File: src/pkg/wit_defs.vh
`ifndef WIT_DEFS_VH
`define WIT_DEFS_VH

// cpu addresses
`define WIT_ADDR_WR_TIMER   32'hFFFF1000
`define WIT_ADDR_WR_RESET   32'hFFFF1002
`define WIT_ADDR_RD_CONTROL 32'hFFFF1000
`define WIT_ADDR_RD_COUNT   32'hFFFF1001
`define WIT_ADDR_RD_RESET   32'hFFFF1003

// write keys in the upper byte
`define WIT_KEY_COUNT       8'h5A
`define WIT_KEY_CONTROL     8'hA5
`define WIT_FLAG_CLEAR_DATA 8'h00

// reset values
`define WIT_COUNT_RESET     8'h00
`define WIT_RESET_CTL_INIT  8'h1F
`define WIT_COUNT_MAX       8'hFF

// field positions
`define WIT_BIT_OVF         7
`define WIT_BIT_MODE        6
`define WIT_BIT_RUN         5
`define WIT_BIT_WATCHDOG_OVERFLOW_FLAG        7
`define WIT_BIT_INTERNAL_RESET_ENABLE        6
`define WIT_RSV_CONTROL     2'h3
`define WIT_RSV_RESET_HI    1'h0
`define WIT_RSV_RESET_LO    5'h1F

// divider masks, tick when masked bits are all ones
`define WIT_DIV_2           12'h001
`define WIT_DIV_4           12'h003
`define WIT_DIV_8           12'h007
`define WIT_DIV_32          12'h01F
`define WIT_DIV_256         12'h0FF
`define WIT_DIV_1024        12'h3FF
`define WIT_DIV_2048        12'h7FF
`define WIT_DIV_4096        12'hFFF

// pulse lengths in watchdog clock cycles
`define WIT_OVO_CYCLES      10'h080
`define WIT_IRST_CYCLES     10'h200

`endif

File: src/verilog/wit_top.v
// Functional notes
// RULE1: reset control loads 1F on pin reset, standby
// RULE2: watchdog flag set on FF to 00 wrap
// RULE3: watchdog flag cleared by read-one then write-zero
// RULE4: reset enable gates internal reset on overflow
// RULE5: internal reset reinitialises count and control only
// RULE6: reset control bit5 reads 0, bits4-0 read 1
// RULE7: count and control accept word writes only
// RULE8: shared write address, 5A count, A5 control
// RULE9: reset control needs word write at own address
// RULE10: A5 with 00 clears flag, keeps enable
// RULE11: 5A copies bit6 into enable, keeps flag
// RULE12: byte reads at base, base+1, base+3
// RULE13: watchdog mode drives overflow pin low
// RULE14: overflow pin low for 128 watchdog clocks
// RULE15: internal reset starts together, lasts 512 clocks
// RULE16: pin reset beats overflow, flag ends cleared
// RULE17: internal reset never reaches port registers
// RULE18: interval mode raises interrupt every overflow
// RULE19: standby entry refused while timer runs
// RULE20: after wake, wrap signals stable clock, ends standby
// RULE21: software rewrites count before overflow
// RULE22: software picks divider longer than settling time
// RULE23: count clears at reset or stop, holds in standby
// RULE24: three-bit select picks one of eight dividers
// RULE25: interval flag set only in interval mode
// RULE26: unkeyed word writes change nothing
`timescale 1ns/1ps
`include "wit_defs.vh"

module wit_top (
    core_clk,
    reset_n,
    external_reset_n,
    module_clk_en,
    bus_addr,
    bus_wr,
    bus_rd,
    bus_word,
    bus_wdata,
    bus_rdata,
    standby_active,
    nmi_wake,
    standby_entry_allowed,
    standby_release,
    overflow_out_n,
    internal_reset,
    interval_interrupt
);
    input  wire        core_clk;
    input  wire        reset_n;
    input  wire        external_reset_n;
    input  wire        module_clk_en;
    input  wire [31:0] bus_addr;
    input  wire        bus_wr;
    input  wire        bus_rd;
    input  wire        bus_word;
    input  wire [15:0] bus_wdata;
    output reg  [7:0]  bus_rdata;
    input  wire        standby_active;
    input  wire        nmi_wake;
    output reg         standby_entry_allowed;
    output reg         standby_release;
    output wire        overflow_out_n;
    output wire        internal_reset;
    output reg         interval_interrupt;

    // pin reset synchroniser and filter
    reg        pin_s1;
    reg        pin_s2;
    reg        pin_s3;
    reg        pin_level;

    // timer control fields
    reg [7:0]  watchdog_count;
    reg        interval_overflow_flag;
    reg        mode_select;
    reg        timer_run;
    reg [2:0]  clock_divider_select;
    reg        ovf_armed;

    // reset control fields
    reg        watchdog_overflow_flag;
    reg        internal_reset_enable;
    reg        watchdog_overflow_flag_armed;

    reg        waking;
    reg [7:0]  next_rdata;

    wire       pin_reset;
    wire       wdt_reset;
    wire       tick;
    wire       counting;
    wire       wrap;
    wire       wd_overflow;
    wire       it_overflow;
    wire       wake_overflow;
    wire       prescale_clear;
    wire [7:0] key;
    wire [7:0] wr_data;
    wire       wr_timer;
    wire       wr_reset;
    wire       wr_count;
    wire       wr_control;
    wire       wr_flag_clear;
    wire       wr_enable;
    wire       rd_byte;
    wire       key_is_count;
    wire       key_is_ctrl;
    wire       rd_ctrl_hit;
    wire       rd_rst_hit;
    wire [7:0] control_view;
    wire [7:0] reset_view;

    function wit_hit;
        input [31:0] addr;
        input [31:0] target;
        begin
            wit_hit = (addr == target);
        end
    endfunction

    // filter starts low, so the block waits in pin reset until the pin is seen high
    always @(posedge core_clk or negedge reset_n) begin
        if (!reset_n) begin
            pin_s1    <= 1'b0;
            pin_s2    <= 1'b0;
            pin_s3    <= 1'b0;
            pin_level <= 1'b0;
        end else begin
            pin_s1 <= external_reset_n;
            pin_s2 <= pin_s1;
            pin_s3 <= pin_s2;
            if (pin_s2 == pin_s3) begin
                pin_level <= pin_s3;
            end
        end
    end

    assign pin_reset = ~pin_level;

    // bus decode
    assign key           = bus_wdata[15:8];
    assign wr_data       = bus_wdata[7:0];
    assign wr_timer      = bus_wr & bus_word & wit_hit(bus_addr, `WIT_ADDR_WR_TIMER); // RULE7
    assign wr_reset      = bus_wr & bus_word & wit_hit(bus_addr, `WIT_ADDR_WR_RESET); // RULE9
    assign key_is_count  = (key == `WIT_KEY_COUNT);
    assign key_is_ctrl   = (key == `WIT_KEY_CONTROL);
    assign wr_count      = wr_timer & key_is_count; // RULE8 RULE26
    assign wr_control    = wr_timer & key_is_ctrl; // RULE8 RULE26
    assign wr_flag_clear = wr_reset & key_is_ctrl & (wr_data == `WIT_FLAG_CLEAR_DATA); // RULE10
    assign wr_enable     = wr_reset & key_is_count; // RULE11 RULE26
    assign rd_byte       = bus_rd & ~bus_word;
    assign rd_ctrl_hit   = rd_byte & wit_hit(bus_addr, `WIT_ADDR_RD_CONTROL);
    assign rd_rst_hit    = rd_byte & wit_hit(bus_addr, `WIT_ADDR_RD_RESET);

    assign control_view = {interval_overflow_flag, mode_select, timer_run, `WIT_RSV_CONTROL, clock_divider_select};
    assign reset_view   = {watchdog_overflow_flag, internal_reset_enable,
                           `WIT_RSV_RESET_HI, `WIT_RSV_RESET_LO}; // RULE6

    // counting and overflow
    assign counting       = timer_run | waking;
    assign prescale_clear = pin_reset | wdt_reset | ~counting;
    assign wrap           = tick & counting & (watchdog_count == `WIT_COUNT_MAX);
    assign wd_overflow    = wrap & timer_run & mode_select; // RULE13
    assign it_overflow    = wrap & timer_run & ~mode_select; // RULE18
    assign wake_overflow  = wrap & waking; // RULE20

    wit_prescaler u_prescaler (
        .core_clk             (core_clk),
        .reset_n              (reset_n),
        .module_clk_en        (module_clk_en),
        .clear                (prescale_clear),
        .clock_divider_select (clock_divider_select),
        .tick                 (tick)
    );

    wit_pulse_timer u_overflow_pulse (
        .core_clk (core_clk),
        .reset_n  (reset_n),
        .clear    (pin_reset),
        .start    (wd_overflow), // RULE13
        .tick     (module_clk_en),
        .length   (`WIT_OVO_CYCLES), // RULE14
        .active   (),
        .active_n (overflow_out_n)
    );

    // internal reset output feeds only the cpu side, never port or pin function registers
    wit_pulse_timer u_internal_reset (
        .core_clk (core_clk),
        .reset_n  (reset_n),
        .clear    (pin_reset), // RULE17
        .start    (wd_overflow & internal_reset_enable), // RULE4 RULE15
        .tick     (module_clk_en),
        .length   (`WIT_IRST_CYCLES), // RULE15
        .active   (internal_reset),
        .active_n ()
    );

    // count and control stay cleared for the whole internal reset span
    assign wdt_reset = internal_reset; // RULE5

    // counter
    // frozen in standby so the wake count starts from the held value
    always @(posedge core_clk or negedge reset_n) begin
        if (!reset_n) begin
            watchdog_count <= `WIT_COUNT_RESET;
        end else if (pin_reset || wdt_reset) begin
            watchdog_count <= `WIT_COUNT_RESET; // RULE5 RULE23
        end else if (standby_active && !waking) begin
            watchdog_count <= watchdog_count; // RULE23
        end else if (wr_count) begin
            watchdog_count <= wr_data; // RULE8
        end else if (!counting) begin
            watchdog_count <= `WIT_COUNT_RESET; // RULE23
        end else if (tick) begin
            watchdog_count <= watchdog_count + 8'h01;
        end
    end

    // timer control
    always @(posedge core_clk or negedge reset_n) begin
        if (!reset_n) begin
            interval_overflow_flag <= 1'b0;
            mode_select            <= 1'b0;
            timer_run              <= 1'b0;
            clock_divider_select   <= 3'h0;
        end else if (pin_reset || wdt_reset) begin
            interval_overflow_flag <= 1'b0; // RULE5
            mode_select            <= 1'b0;
            timer_run              <= 1'b0;
            clock_divider_select   <= 3'h0;
        end else if (standby_active) begin
            interval_overflow_flag <= 1'b0;
            mode_select            <= 1'b0;
            timer_run              <= 1'b0;
        end else begin
            if (it_overflow) begin
                interval_overflow_flag <= 1'b1; // RULE25
            end else if (wr_control && !wr_data[`WIT_BIT_OVF] && ovf_armed) begin
                interval_overflow_flag <= 1'b0;
            end
            if (wr_control) begin
                mode_select          <= wr_data[`WIT_BIT_MODE];
                timer_run            <= wr_data[`WIT_BIT_RUN];
                clock_divider_select <= wr_data[2:0];
            end
        end
    end

    // arming needs a read that saw the flag set, so a blind write cannot clear it
    always @(posedge core_clk or negedge reset_n) begin
        if (!reset_n) begin
            ovf_armed <= 1'b0;
        end else if (pin_reset || wdt_reset || standby_active) begin
            ovf_armed <= 1'b0;
        end else if (rd_ctrl_hit && interval_overflow_flag) begin
            ovf_armed <= 1'b1;
        end else if (wr_control) begin
            ovf_armed <= 1'b0;
        end
    end

    // reset control, kept through the internal reset
    always @(posedge core_clk or negedge reset_n) begin
        if (!reset_n) begin
            watchdog_overflow_flag <= 1'b0;
            internal_reset_enable  <= 1'b0;
        end else if (pin_reset || standby_active) begin
            watchdog_overflow_flag <= 1'b0; // RULE1 RULE16
            internal_reset_enable  <= 1'b0; // RULE1
        end else begin
            // a set in the same cycle as a clear wins
            if (wd_overflow) begin
                watchdog_overflow_flag <= 1'b1; // RULE2
            end else if (wr_flag_clear && watchdog_overflow_flag_armed) begin
                watchdog_overflow_flag <= 1'b0; // RULE3 RULE10
            end
            if (wr_enable) begin
                internal_reset_enable <= wr_data[`WIT_BIT_INTERNAL_RESET_ENABLE]; // RULE11
            end
        end
    end

    // same arming scheme for the watchdog flag, kept through the internal reset
    always @(posedge core_clk or negedge reset_n) begin
        if (!reset_n) begin
            watchdog_overflow_flag_armed <= 1'b0;
        end else if (pin_reset || standby_active) begin
            watchdog_overflow_flag_armed <= 1'b0;
        end else if (rd_rst_hit && watchdog_overflow_flag) begin
            watchdog_overflow_flag_armed <= 1'b1; // RULE3
        end else if (wr_flag_clear) begin
            watchdog_overflow_flag_armed <= 1'b0;
        end
    end

    // standby wake timing
    always @(posedge core_clk or negedge reset_n) begin
        if (!reset_n) begin
            waking          <= 1'b0;
            standby_release <= 1'b0;
        end else if (pin_reset) begin
            waking          <= 1'b0;
            standby_release <= 1'b0;
        end else begin
            standby_release <= wake_overflow; // RULE20
            if (wake_overflow || !standby_active) begin
                waking <= 1'b0;
            end else if (nmi_wake) begin
                waking <= 1'b1; // RULE20
            end
        end
    end

    // read path, word reads return zero
    always @* begin
        next_rdata = 8'h00;
        if (rd_byte) begin
            if (wit_hit(bus_addr, `WIT_ADDR_RD_CONTROL)) begin
                next_rdata = control_view; // RULE12
            end else if (wit_hit(bus_addr, `WIT_ADDR_RD_COUNT)) begin
                next_rdata = watchdog_count; // RULE12
            end else if (wit_hit(bus_addr, `WIT_ADDR_RD_RESET)) begin
                next_rdata = reset_view; // RULE12
            end
        end
    end

    always @(posedge core_clk or negedge reset_n) begin
        if (!reset_n) begin
            bus_rdata             <= 8'h00;
            interval_interrupt    <= 1'b0;
            standby_entry_allowed <= 1'b0;
        end else begin
            bus_rdata             <= next_rdata;
            interval_interrupt    <= it_overflow; // RULE18
            standby_entry_allowed <= ~timer_run; // RULE19
        end
    end

endmodule

File: src/verilog/wit_prescaler.v
`timescale 1ns/1ps
`include "wit_defs.vh"

module wit_prescaler (
    core_clk,
    reset_n,
    module_clk_en,
    clear,
    clock_divider_select,
    tick
);
    input  wire        core_clk;
    input  wire        reset_n;
    input  wire        module_clk_en;
    input  wire        clear;
    input  wire [2:0]  clock_divider_select;
    output wire        tick;

    reg  [11:0] div_cnt;
    wire [11:0] mask;

    function [11:0] wit_div_mask;
        input [2:0] sel;
        begin
            case (sel)
                3'h0:    wit_div_mask = `WIT_DIV_2;
                3'h1:    wit_div_mask = `WIT_DIV_4;
                3'h2:    wit_div_mask = `WIT_DIV_8;
                3'h3:    wit_div_mask = `WIT_DIV_32;
                3'h4:    wit_div_mask = `WIT_DIV_256;
                3'h5:    wit_div_mask = `WIT_DIV_1024;
                3'h6:    wit_div_mask = `WIT_DIV_2048;
                default: wit_div_mask = `WIT_DIV_4096;
            endcase
        end
    endfunction

    assign mask = wit_div_mask(clock_divider_select);
    assign tick = module_clk_en & ~clear & ((div_cnt & mask) == mask); // RULE24

    always @(posedge core_clk or negedge reset_n) begin
        if (!reset_n) begin
            div_cnt <= 12'h000;
        end else if (clear) begin
            div_cnt <= 12'h000;
        end else if (module_clk_en) begin
            div_cnt <= div_cnt + 12'h001;
        end
    end

endmodule

File: src/verilog/wit_pulse_timer.v
`timescale 1ns/1ps
`include "wit_defs.vh"

module wit_pulse_timer (
    core_clk,
    reset_n,
    clear,
    start,
    tick,
    length,
    active,
    active_n
);
    input  wire        core_clk;
    input  wire        reset_n;
    input  wire        clear;
    input  wire        start;
    input  wire        tick;
    input  wire [9:0]  length;
    output reg         active;
    output reg         active_n;

    reg [9:0] remain;

    always @(posedge core_clk or negedge reset_n) begin
        if (!reset_n) begin
            remain   <= 10'h000;
            active   <= 1'b0;
            active_n <= 1'b1;
        end else if (clear) begin
            remain   <= 10'h000;
            active   <= 1'b0;
            active_n <= 1'b1;
        end else if (start) begin
            remain   <= length;
            active   <= 1'b1;
            active_n <= 1'b0;
        end else if (active && tick) begin
            remain <= remain - 10'h001;
            if (remain == 10'h001) begin
                active   <= 1'b0;
                active_n <= 1'b1;
            end
        end
    end

endmodule

File: config.mk
export PLATFORM = sky130hd
export DESIGN_NAME = wit_top
export DESIGN_NICKNAME = d
export VERILOG_FILES = /design/src/verilog/wit_top.v /design/src/verilog/wit_prescaler.v /design/src/verilog/wit_pulse_timer.v
export VERILOG_INCLUDE_DIRS = /design/src /design/src/pkg
export SDC_FILE = /design/constraint.sdc
export NUM_CORES = 1
export LEC_CHECK = 0
export BUFFER_PORTS_ARGS = -buffer_cell sky130_fd_sc_hd__buf_2
export CORE_MARGIN = 4
export CORE_UTILIZATION = 40
export CTS_CLUSTER_DIAMETER = 200
export CTS_CLUSTER_SIZE = 10
export DETAILED_ROUTE_END_ITERATION = 12
export PLACE_DENSITY_LB_ADDON = 0.05
export SYNTH_ARGS = -nofsm -noshare
export SYNTH_HDL_FRONTEND = slang
export SYNTH_SLANG_ARGS = --single-unit
File: constraint.sdc
create_clock -name core_clk -period 2.4 [get_ports core_clk]
set_clock_uncertainty 0.15 [all_clocks]
set_input_delay 0.12 -clock core_clk [delete_from_list [all_inputs] [get_ports core_clk]]
set_output_delay 0.12 -clock core_clk [all_outputs]
set_load 0.01 [all_outputs]
# Word-level counts from Yosys, hierarchy flattened
# Cells that the tools add are included.
dict set report classes {
  n_addsub 4
  eq_ne 25
  mux 58
  bitwise_logic 30
  n_reduce_logical 29
}
# op n
set ops {}
lappend ops {{32-bit == test (second input constant)} 4}
lappend ops {{12-bit one-hot mux with 7 select lines} 1}
lappend ops {{8-bit 2-to-1 mux} 9}
lappend ops {{10-bit 2-to-1 mux} 6}
lappend ops {{1-bit 2-to-1 mux} 37}
lappend ops {{12-bit 2-to-1 mux} 2}
lappend ops {{1-bit bitwise AND} 20}
lappend ops {{10-bit by 1-bit == test with 1-bit output (second input constant)} 2}
lappend ops {{10-bit by 1-bit subtractor with 10-bit output (second input constant)} 2}
lappend ops {{8-bit == test (second input constant)} 2}
lappend ops {{12-bit by 1-bit adder with 12-bit output (second input constant)} 1}
lappend ops {{12-bit bitwise AND} 1}
lappend ops {{12-bit == test} 1}
lappend ops {{3-bit by 1-bit inequality test with 1-bit output (second input constant)} 4}
lappend ops {{3-bit nonzero test} 4}
lappend ops {{3-bit == test (second input constant)} 3}
lappend ops {{3-bit 2-to-1 mux} 3}
lappend ops {{8-bit by 1-bit adder with 8-bit output (second input constant)} 1}
lappend ops {{8-bit by 7-bit == test with 1-bit output (second input constant)} 1}
lappend ops {{1-bit logical AND} 8}
lappend ops {{8-bit zero test} 1}
lappend ops {{2-bit AND reduction} 4}
lappend ops {{3-bit by 2-bit == test with 1-bit output (second input constant)} 2}
lappend ops {{1-bit NOT} 6}
lappend ops {{12 further kinds} 21}
dict set report totals {
  regBits 69
  inputBits 57
  output_inout_bits 13
  elab_cells 170
}

# Longest topological paths before layout
dict set report depth {
  ltp_word 13
  mapped_depth 8
  ltp_nobuf 7
}

# By module
# From an unflattened synthesis, not the netlist that was laid out.
dict set report unflattened {
  cells_unflattened 437
  hier_area_um2 4137.7
}
# module instances cells_per_inst area_per_inst_um2 seq_area_each_um2
set by_module_without_submodules {}
lappend by_module_without_submodules {wit_top 1 192 1878.1 850.8}
lappend by_module_without_submodules {wit_pulse_timer 2 87 795.8 301.5}
lappend by_module_without_submodules {wit_prescaler 1 71 668.1 300.3}

# Worst setup path after synthesis
# OpenSTA, ideal clock, no wires.
dict set report synth_timing {
  path_type {reg2reg}
  start {register u_internal_reset.active}
  end {register u_internal_reset.active}
  setup_ps 78
  t_arrival_ps 1920
  t_required_ps 2172
  slack_ps 252
  path_stages_with_launch 8
  path_buffers 1
  synth_period_minus_slack_ps 2148
  path_cell_list {dfrtp_1 > nand2b_2 > nor2_2 > nand3_1 > or4_1 > buf_2 > or2_1 > a21oi_1}
}
dict set report synth_via {
  elab_chain_len 12
  elab_cells_between_ends 16
  classes_between {eq/ne: 2; mux: 2; bitwise: 10; reduce/logical: 2}
}
# element line
set synth_lines {}
lappend synth_lines {{from (decl)} wit_pulse_timer.v:20} ;# output reg active;
lappend synth_lines {{from (signal assigned)} wit_pulse_timer.v:28} ;# active <= 1'b0;
lappend synth_lines {{from (signal assigned)} wit_pulse_timer.v:32} ;# active <= 1'b0;
lappend synth_lines {{from (signal assigned)} wit_pulse_timer.v:36} ;# active <= 1'b1;
lappend synth_lines {{1-bit bitwise OR (2 in a row)} wit_top.v:163} ;# assign prescale_clear = pin_reset | wdt_reset | ~counting;
lappend synth_lines {{1-bit NOT} wit_prescaler.v:39} ;# assign tick = module_clk_en & ~clear & ((div_cnt & mask) == mask);
lappend synth_lines {{1-bit bitwise AND (2 in a row)} wit_prescaler.v:39}
lappend synth_lines {{1-bit bitwise AND (2 in a row)} wit_top.v:164} ;# assign wrap = tick & counting & (watchdog_count == `WIT_COUNT_MAX);
lappend synth_lines {{1-bit bitwise AND (2 in a row)} wit_top.v:165} ;# assign wd_overflow = wrap & timer_run & mode_select;
lappend synth_lines {{1-bit bitwise AND} wit_top.v:194} ;# .start (wd_overflow & internal_reset_enable),
lappend synth_lines {{3-bit by 1-bit inequality test with 1-bit output (no line) or 1-bit 2-to-1 mux (tied branches)} n/a}
lappend synth_lines {{2-bit AND reduction (no line) or 1-bit 2-to-1 mux (tied branches)} n/a}
# Several ways; a longest one is shown, not always the timed one.
# A chain may end at the register's enable or synchronous reset.

# Final worst setup path
dict set report layout_timing {
  start {register clock_divider_select[0]}
  end {register u_internal_reset.remain[2]}
}
dict set report layout_via {
  elab_chain_len 12
  elab_cells_between_ends 19
  classes_between {eq/ne: 8; mux: 3; bitwise: 7; reduce/logical: 1}
}
# element line
set layout_lines {}
lappend layout_lines {{from (decl)} wit_top.v:79} ;# reg [2:0] clock_divider_select;
lappend layout_lines {{from (signal assigned)} wit_top.v:247} ;# clock_divider_select <= wr_data[2:0];
lappend layout_lines {{3-bit == test, or another cell as far along} wit_prescaler.v:25} ;# case (sel)
lappend layout_lines {{12-bit one-hot mux with 7 select lines (*)} wit_prescaler.v:25}
lappend layout_lines {{12-bit bitwise AND} wit_prescaler.v:39}
lappend layout_lines {{12-bit == test (*)} wit_prescaler.v:39}
lappend layout_lines {{1-bit bitwise AND (*)} wit_prescaler.v:39}
lappend layout_lines {{1-bit bitwise AND (*) (2 in a row)} wit_top.v:164}
lappend layout_lines {{1-bit bitwise AND (*) (2 in a row)} wit_top.v:165}
lappend layout_lines {{1-bit bitwise AND (*)} wit_top.v:194}
lappend layout_lines {{10-bit 2-to-1 mux} wit_pulse_timer.v:34} ;# end else if (start) begin
lappend layout_lines {{10-bit 2-to-1 mux} wit_pulse_timer.v:30} ;# end else if (clear) begin
lappend layout_lines {{to (signal assigned)} wit_pulse_timer.v:35} ;# remain <= length;
lappend layout_lines {{to (signal assigned)} wit_pulse_timer.v:39} ;# remain <= remain - 10'h001;
lappend layout_lines {{to (decl)} wit_pulse_timer.v:23} ;# reg [9:0] remain;
# Mark *: on every way between the ends. The rest lies on a longest branch, timed or not.

==> impl_metrics.csv <==
group,metric,value,unit
run_status,status,"finished, final reports clean",
logic_synthesis,seq_area_frac_synth,0.4837,
global_routing,grt_max_degree,49,
logic_synthesis,ys_async_sr_fraction,1.000,
worst_setup_path,critPathTopFamily,"simple AND/OR/NAND/NOR gates",
hold_path,hold_path_class,"input pin to flip-flop",
power_and_ir_drop,powerDensity,495.5,nW/um^2
timing,rsz0062_at_grt,"false",
worst_setup_path,cp_slowest_cell,"or4_4",
worst_setup_path,cp-end-kind,"flip-flop",
place,port_buffers,69,
logic_synthesis,netlist_area,3572,sq um
logic_synthesis,yosys_register_bits,69,
floorplan,die_h,102.5,microns
logic_synthesis,synth_top_area_share,0.4764,
timing,slew_headroom,0.6315,
worst_setup_path,worstPathRequired,2.46,ns
worst_setup_path,critical-path-max-stage-delay,0.61,ns
final_layout,final_common_cell,"buf_2",
clocking,cts_tree,"built",
place,gp_congestion,0.8173,
timing,worst_slew_pin_slew,0.5527,ns
global_routing,antenna_found_initial,0,
place,post-place-cells,558,
worst_setup_path,worstSetupPathType,"flip-flop to flip-flop",
clocking,path_clk_slew,0.07,ns
timing,post-route-period-util,0.9276,
final_layout,layout_common_cells,"buf_2 (69), dfrtp_1 (68), nor2_1 (60)",
logic_synthesis,postSynthCellCount,375,
logic_synthesis,avgSynthCellArea,9.526,sq um
final_layout,fillers,847,
timing,fin_crit,2.226,ns
detailed_routing,drt_first_iter_violations,129,
power_and_ir_drop,leakage,1.966,nW
floorplan,core,8721,sq um
timing,setup_tns,0,ns
detailed_routing,first_pass_iters,5,
global_routing,grt_pass1_wl,15030,microns
power_and_ir_drop,irDropWorstVdd,0.3702,mV
logic_synthesis,synth-edff-count,0,
logic_synthesis,synth_cell_types,55,
worst_setup_path,critPathMaxFanout,6,
clocking,h-tree-depth,3,
final_layout,fin_nets,541,
clocking,cts-buffers-inserted,9,
floorplan,die-area,10510,sq um
timing,fmaxAchievable,0.4492,GHz
final_layout,antenna_cells,0,
floorplan,start_util,0.4096,
detailed_routing,drt-total-wl,9160,microns
final_layout,final_cells,591,
global_routing,grt_pass1_vias,3010,
final_layout,syn_to_final_growth,25.50,%
final_layout,drive_gt1_frac,0.2422,
detailed_routing,vias,3140,
logic_synthesis,yosys.area.top_type,"dfrtp_1",
floorplan,dieWidth,102.5,microns
floorplan,ios,70,
logic_synthesis,synthTopCellsByArea,"dfrtp_1 (48%), nor2_1 (6.3%), xnor2_1 (4.2%)",
clocking,clkLatencyLatePin,0.33,ns
clocking,cts_setup_buffers,0,
job,cap_violations,0,
logic_synthesis,synth_ff_type,"dfrtp_1",
worst_setup_path,cp-start-kind,"flip-flop",
timing,hold_viol,0,
detailed_routing,ant_nets,0,
logic_synthesis,synth_nets,438,
global_routing,gr-total-overflow,0,
clocking,cts-root-buf,"clkbuf_8",
worst_setup_path,path_buf_inv,0,
floorplan,fp-row-count,34,
worst_setup_path,worstPathCellList,"and2b_2 -> o221ai_1 -> nand4_2 -> or4_4 -> o21ai_2 -> nor2_1",
timing,setup_viol,0,
detailed_routing,vias_per_cell,5.313,
detailed_routing,drc_errors,0,
worst_setup_path,arrival,2.29,ns
detailed_routing,post_drt_wl_per_cell,15.50,microns
clocking,clockBufferDepth,2,
global_routing,grt_usage,0.1831,
place,dp_hpwl,6894,microns
timing,slew_viol_final,0,
clocking,cts_sinks,69,
logic_synthesis,ys_warn_count,0,
## worst register-to-register path: cells and delay by family, from the launching register on
kind / cells / cell delay [ns]
flops: 1 / 0.44
simple gates: 4 / 1.04
compound gates: 2 / 0.49
## cell usage after synthesis (4+ instances only)
cell	number
clkbuf_1	5
o31ai_1	8
nor3_1	20
nand3_1	13
nand4_1	13
xnor2_1	17
nand4b_1	4
xor2_1	15
nor4_1	10
mux2i_1	9
inv_1	16
a21oi_1	21
nor2_1	60
and3_1	4
o21ai_0	7
ha_1	6
dfrtp_1	68
nand2_1	24
## per-layer routing
metal,track usage,routed length [microns],up-vias
li1,-,-,1544
met1,0.2548,4425,1520
met2,0.2929,4245,65
met3,0.03045,370,11
met4,0.05752,118,0
met5,0,0,-
## logic make-up after synthesis
family / after synthesis / synth area share
AND/OR/NAND/NOR: 176 / 0.2547
flip-flops: 69 / 0.4837
AO/OA/AOI/OAI: 56 / 0.1037
XOR/XNOR: 32 / 0.07846
buffers and inverters: 26 / 0.03047
multiplexers: 9 / 0.02522
adder cells (fa/ha/maj): 7 / 0.02382
## registers in the layout, summed over array words and instances, names as in the netlist, 3 cells and up
register                 cells
u_prescaler.div_cnt         12
watchdog_count               8
clock_divider_select         3
u_overflow_pulse.remain     10
u_internal_reset.remain     10
bus_rdata                    8
## metrics by stage
| step | worst slack, ns | hold slack (ns) | utilization | cell area (sq um) | total power, mW |
|---|---|---|---|---|---|
| floorplan | 0.2524 | -0.3256 | - | 3572 | 1.270 |
| global placement | 0.1973 | -0.01495 | 0.4743 | 4136 | 1.382 |
| detailed placement | 0.1333 | -0.01081 | 0.4743 | 4136 | 1.385 |
| CTS | 0.1194 | 0.003120 | 0.5121 | 4466 | 2.240 |
| global route | 0.06719 | 0.01924 | 0.5141 | 4483 | 2.320 |
| finish | 0.1737 | 0.02142 | 0.5141 | 4483 | 2.221 |
## power breakdown
group          total (mW)  internal (mW)  switching (mW)
Combinational       0.203         0.0852           0.117
Sequential           1.18           1.17         0.00921
Clock               0.841          0.401           0.440
Total                2.22           1.66           0.566
## layout make-up
cell class | count | area (sq um) | share of cell area
clock buffers | 12 | 145.1 | 0.03238
clock inverters | 4 | 23.77 | 0.005303
inverters | 16 | 60.06 | 0.01340
multi-input cells | 281 | 1753 | 0.3910
flip-flops and latches | 69 | 1728 | 0.3854
well taps | 108 | 135.1 | 0.03014
repair buffers | 101 | 638.1 | 0.1423
## worst paths after layout
kind | from | endpoint | slack [ns] | cells past startpoint
worst max-delay path | clock_divider_select[0] | u_internal_reset.remain[2] | 0.17 | 6
worst min-delay path | bus_addr[0] | bus_rdata[7] | 0.02 | 3
worst max register to register | clock_divider_select[0] | u_internal_reset.remain[2] | 0.17 | 6
worst min register to register | pin_s1 | pin_s2 | 0.21 | 0
max in group asynchronous | reset_n | u_overflow_pulse.active_n | 1.27 | 3
min in group asynchronous | reset_n | u_overflow_pulse.remain[0] | 0.15 | 2
## timing repair
item / CTS / global route
setup endpoints to repair: 0 / 7
gates resized for setup: 0 / 2
hold buffers: 16 / 0
hold endpoints to repair: 39 / 0
(Power assumes the default switching activity.)
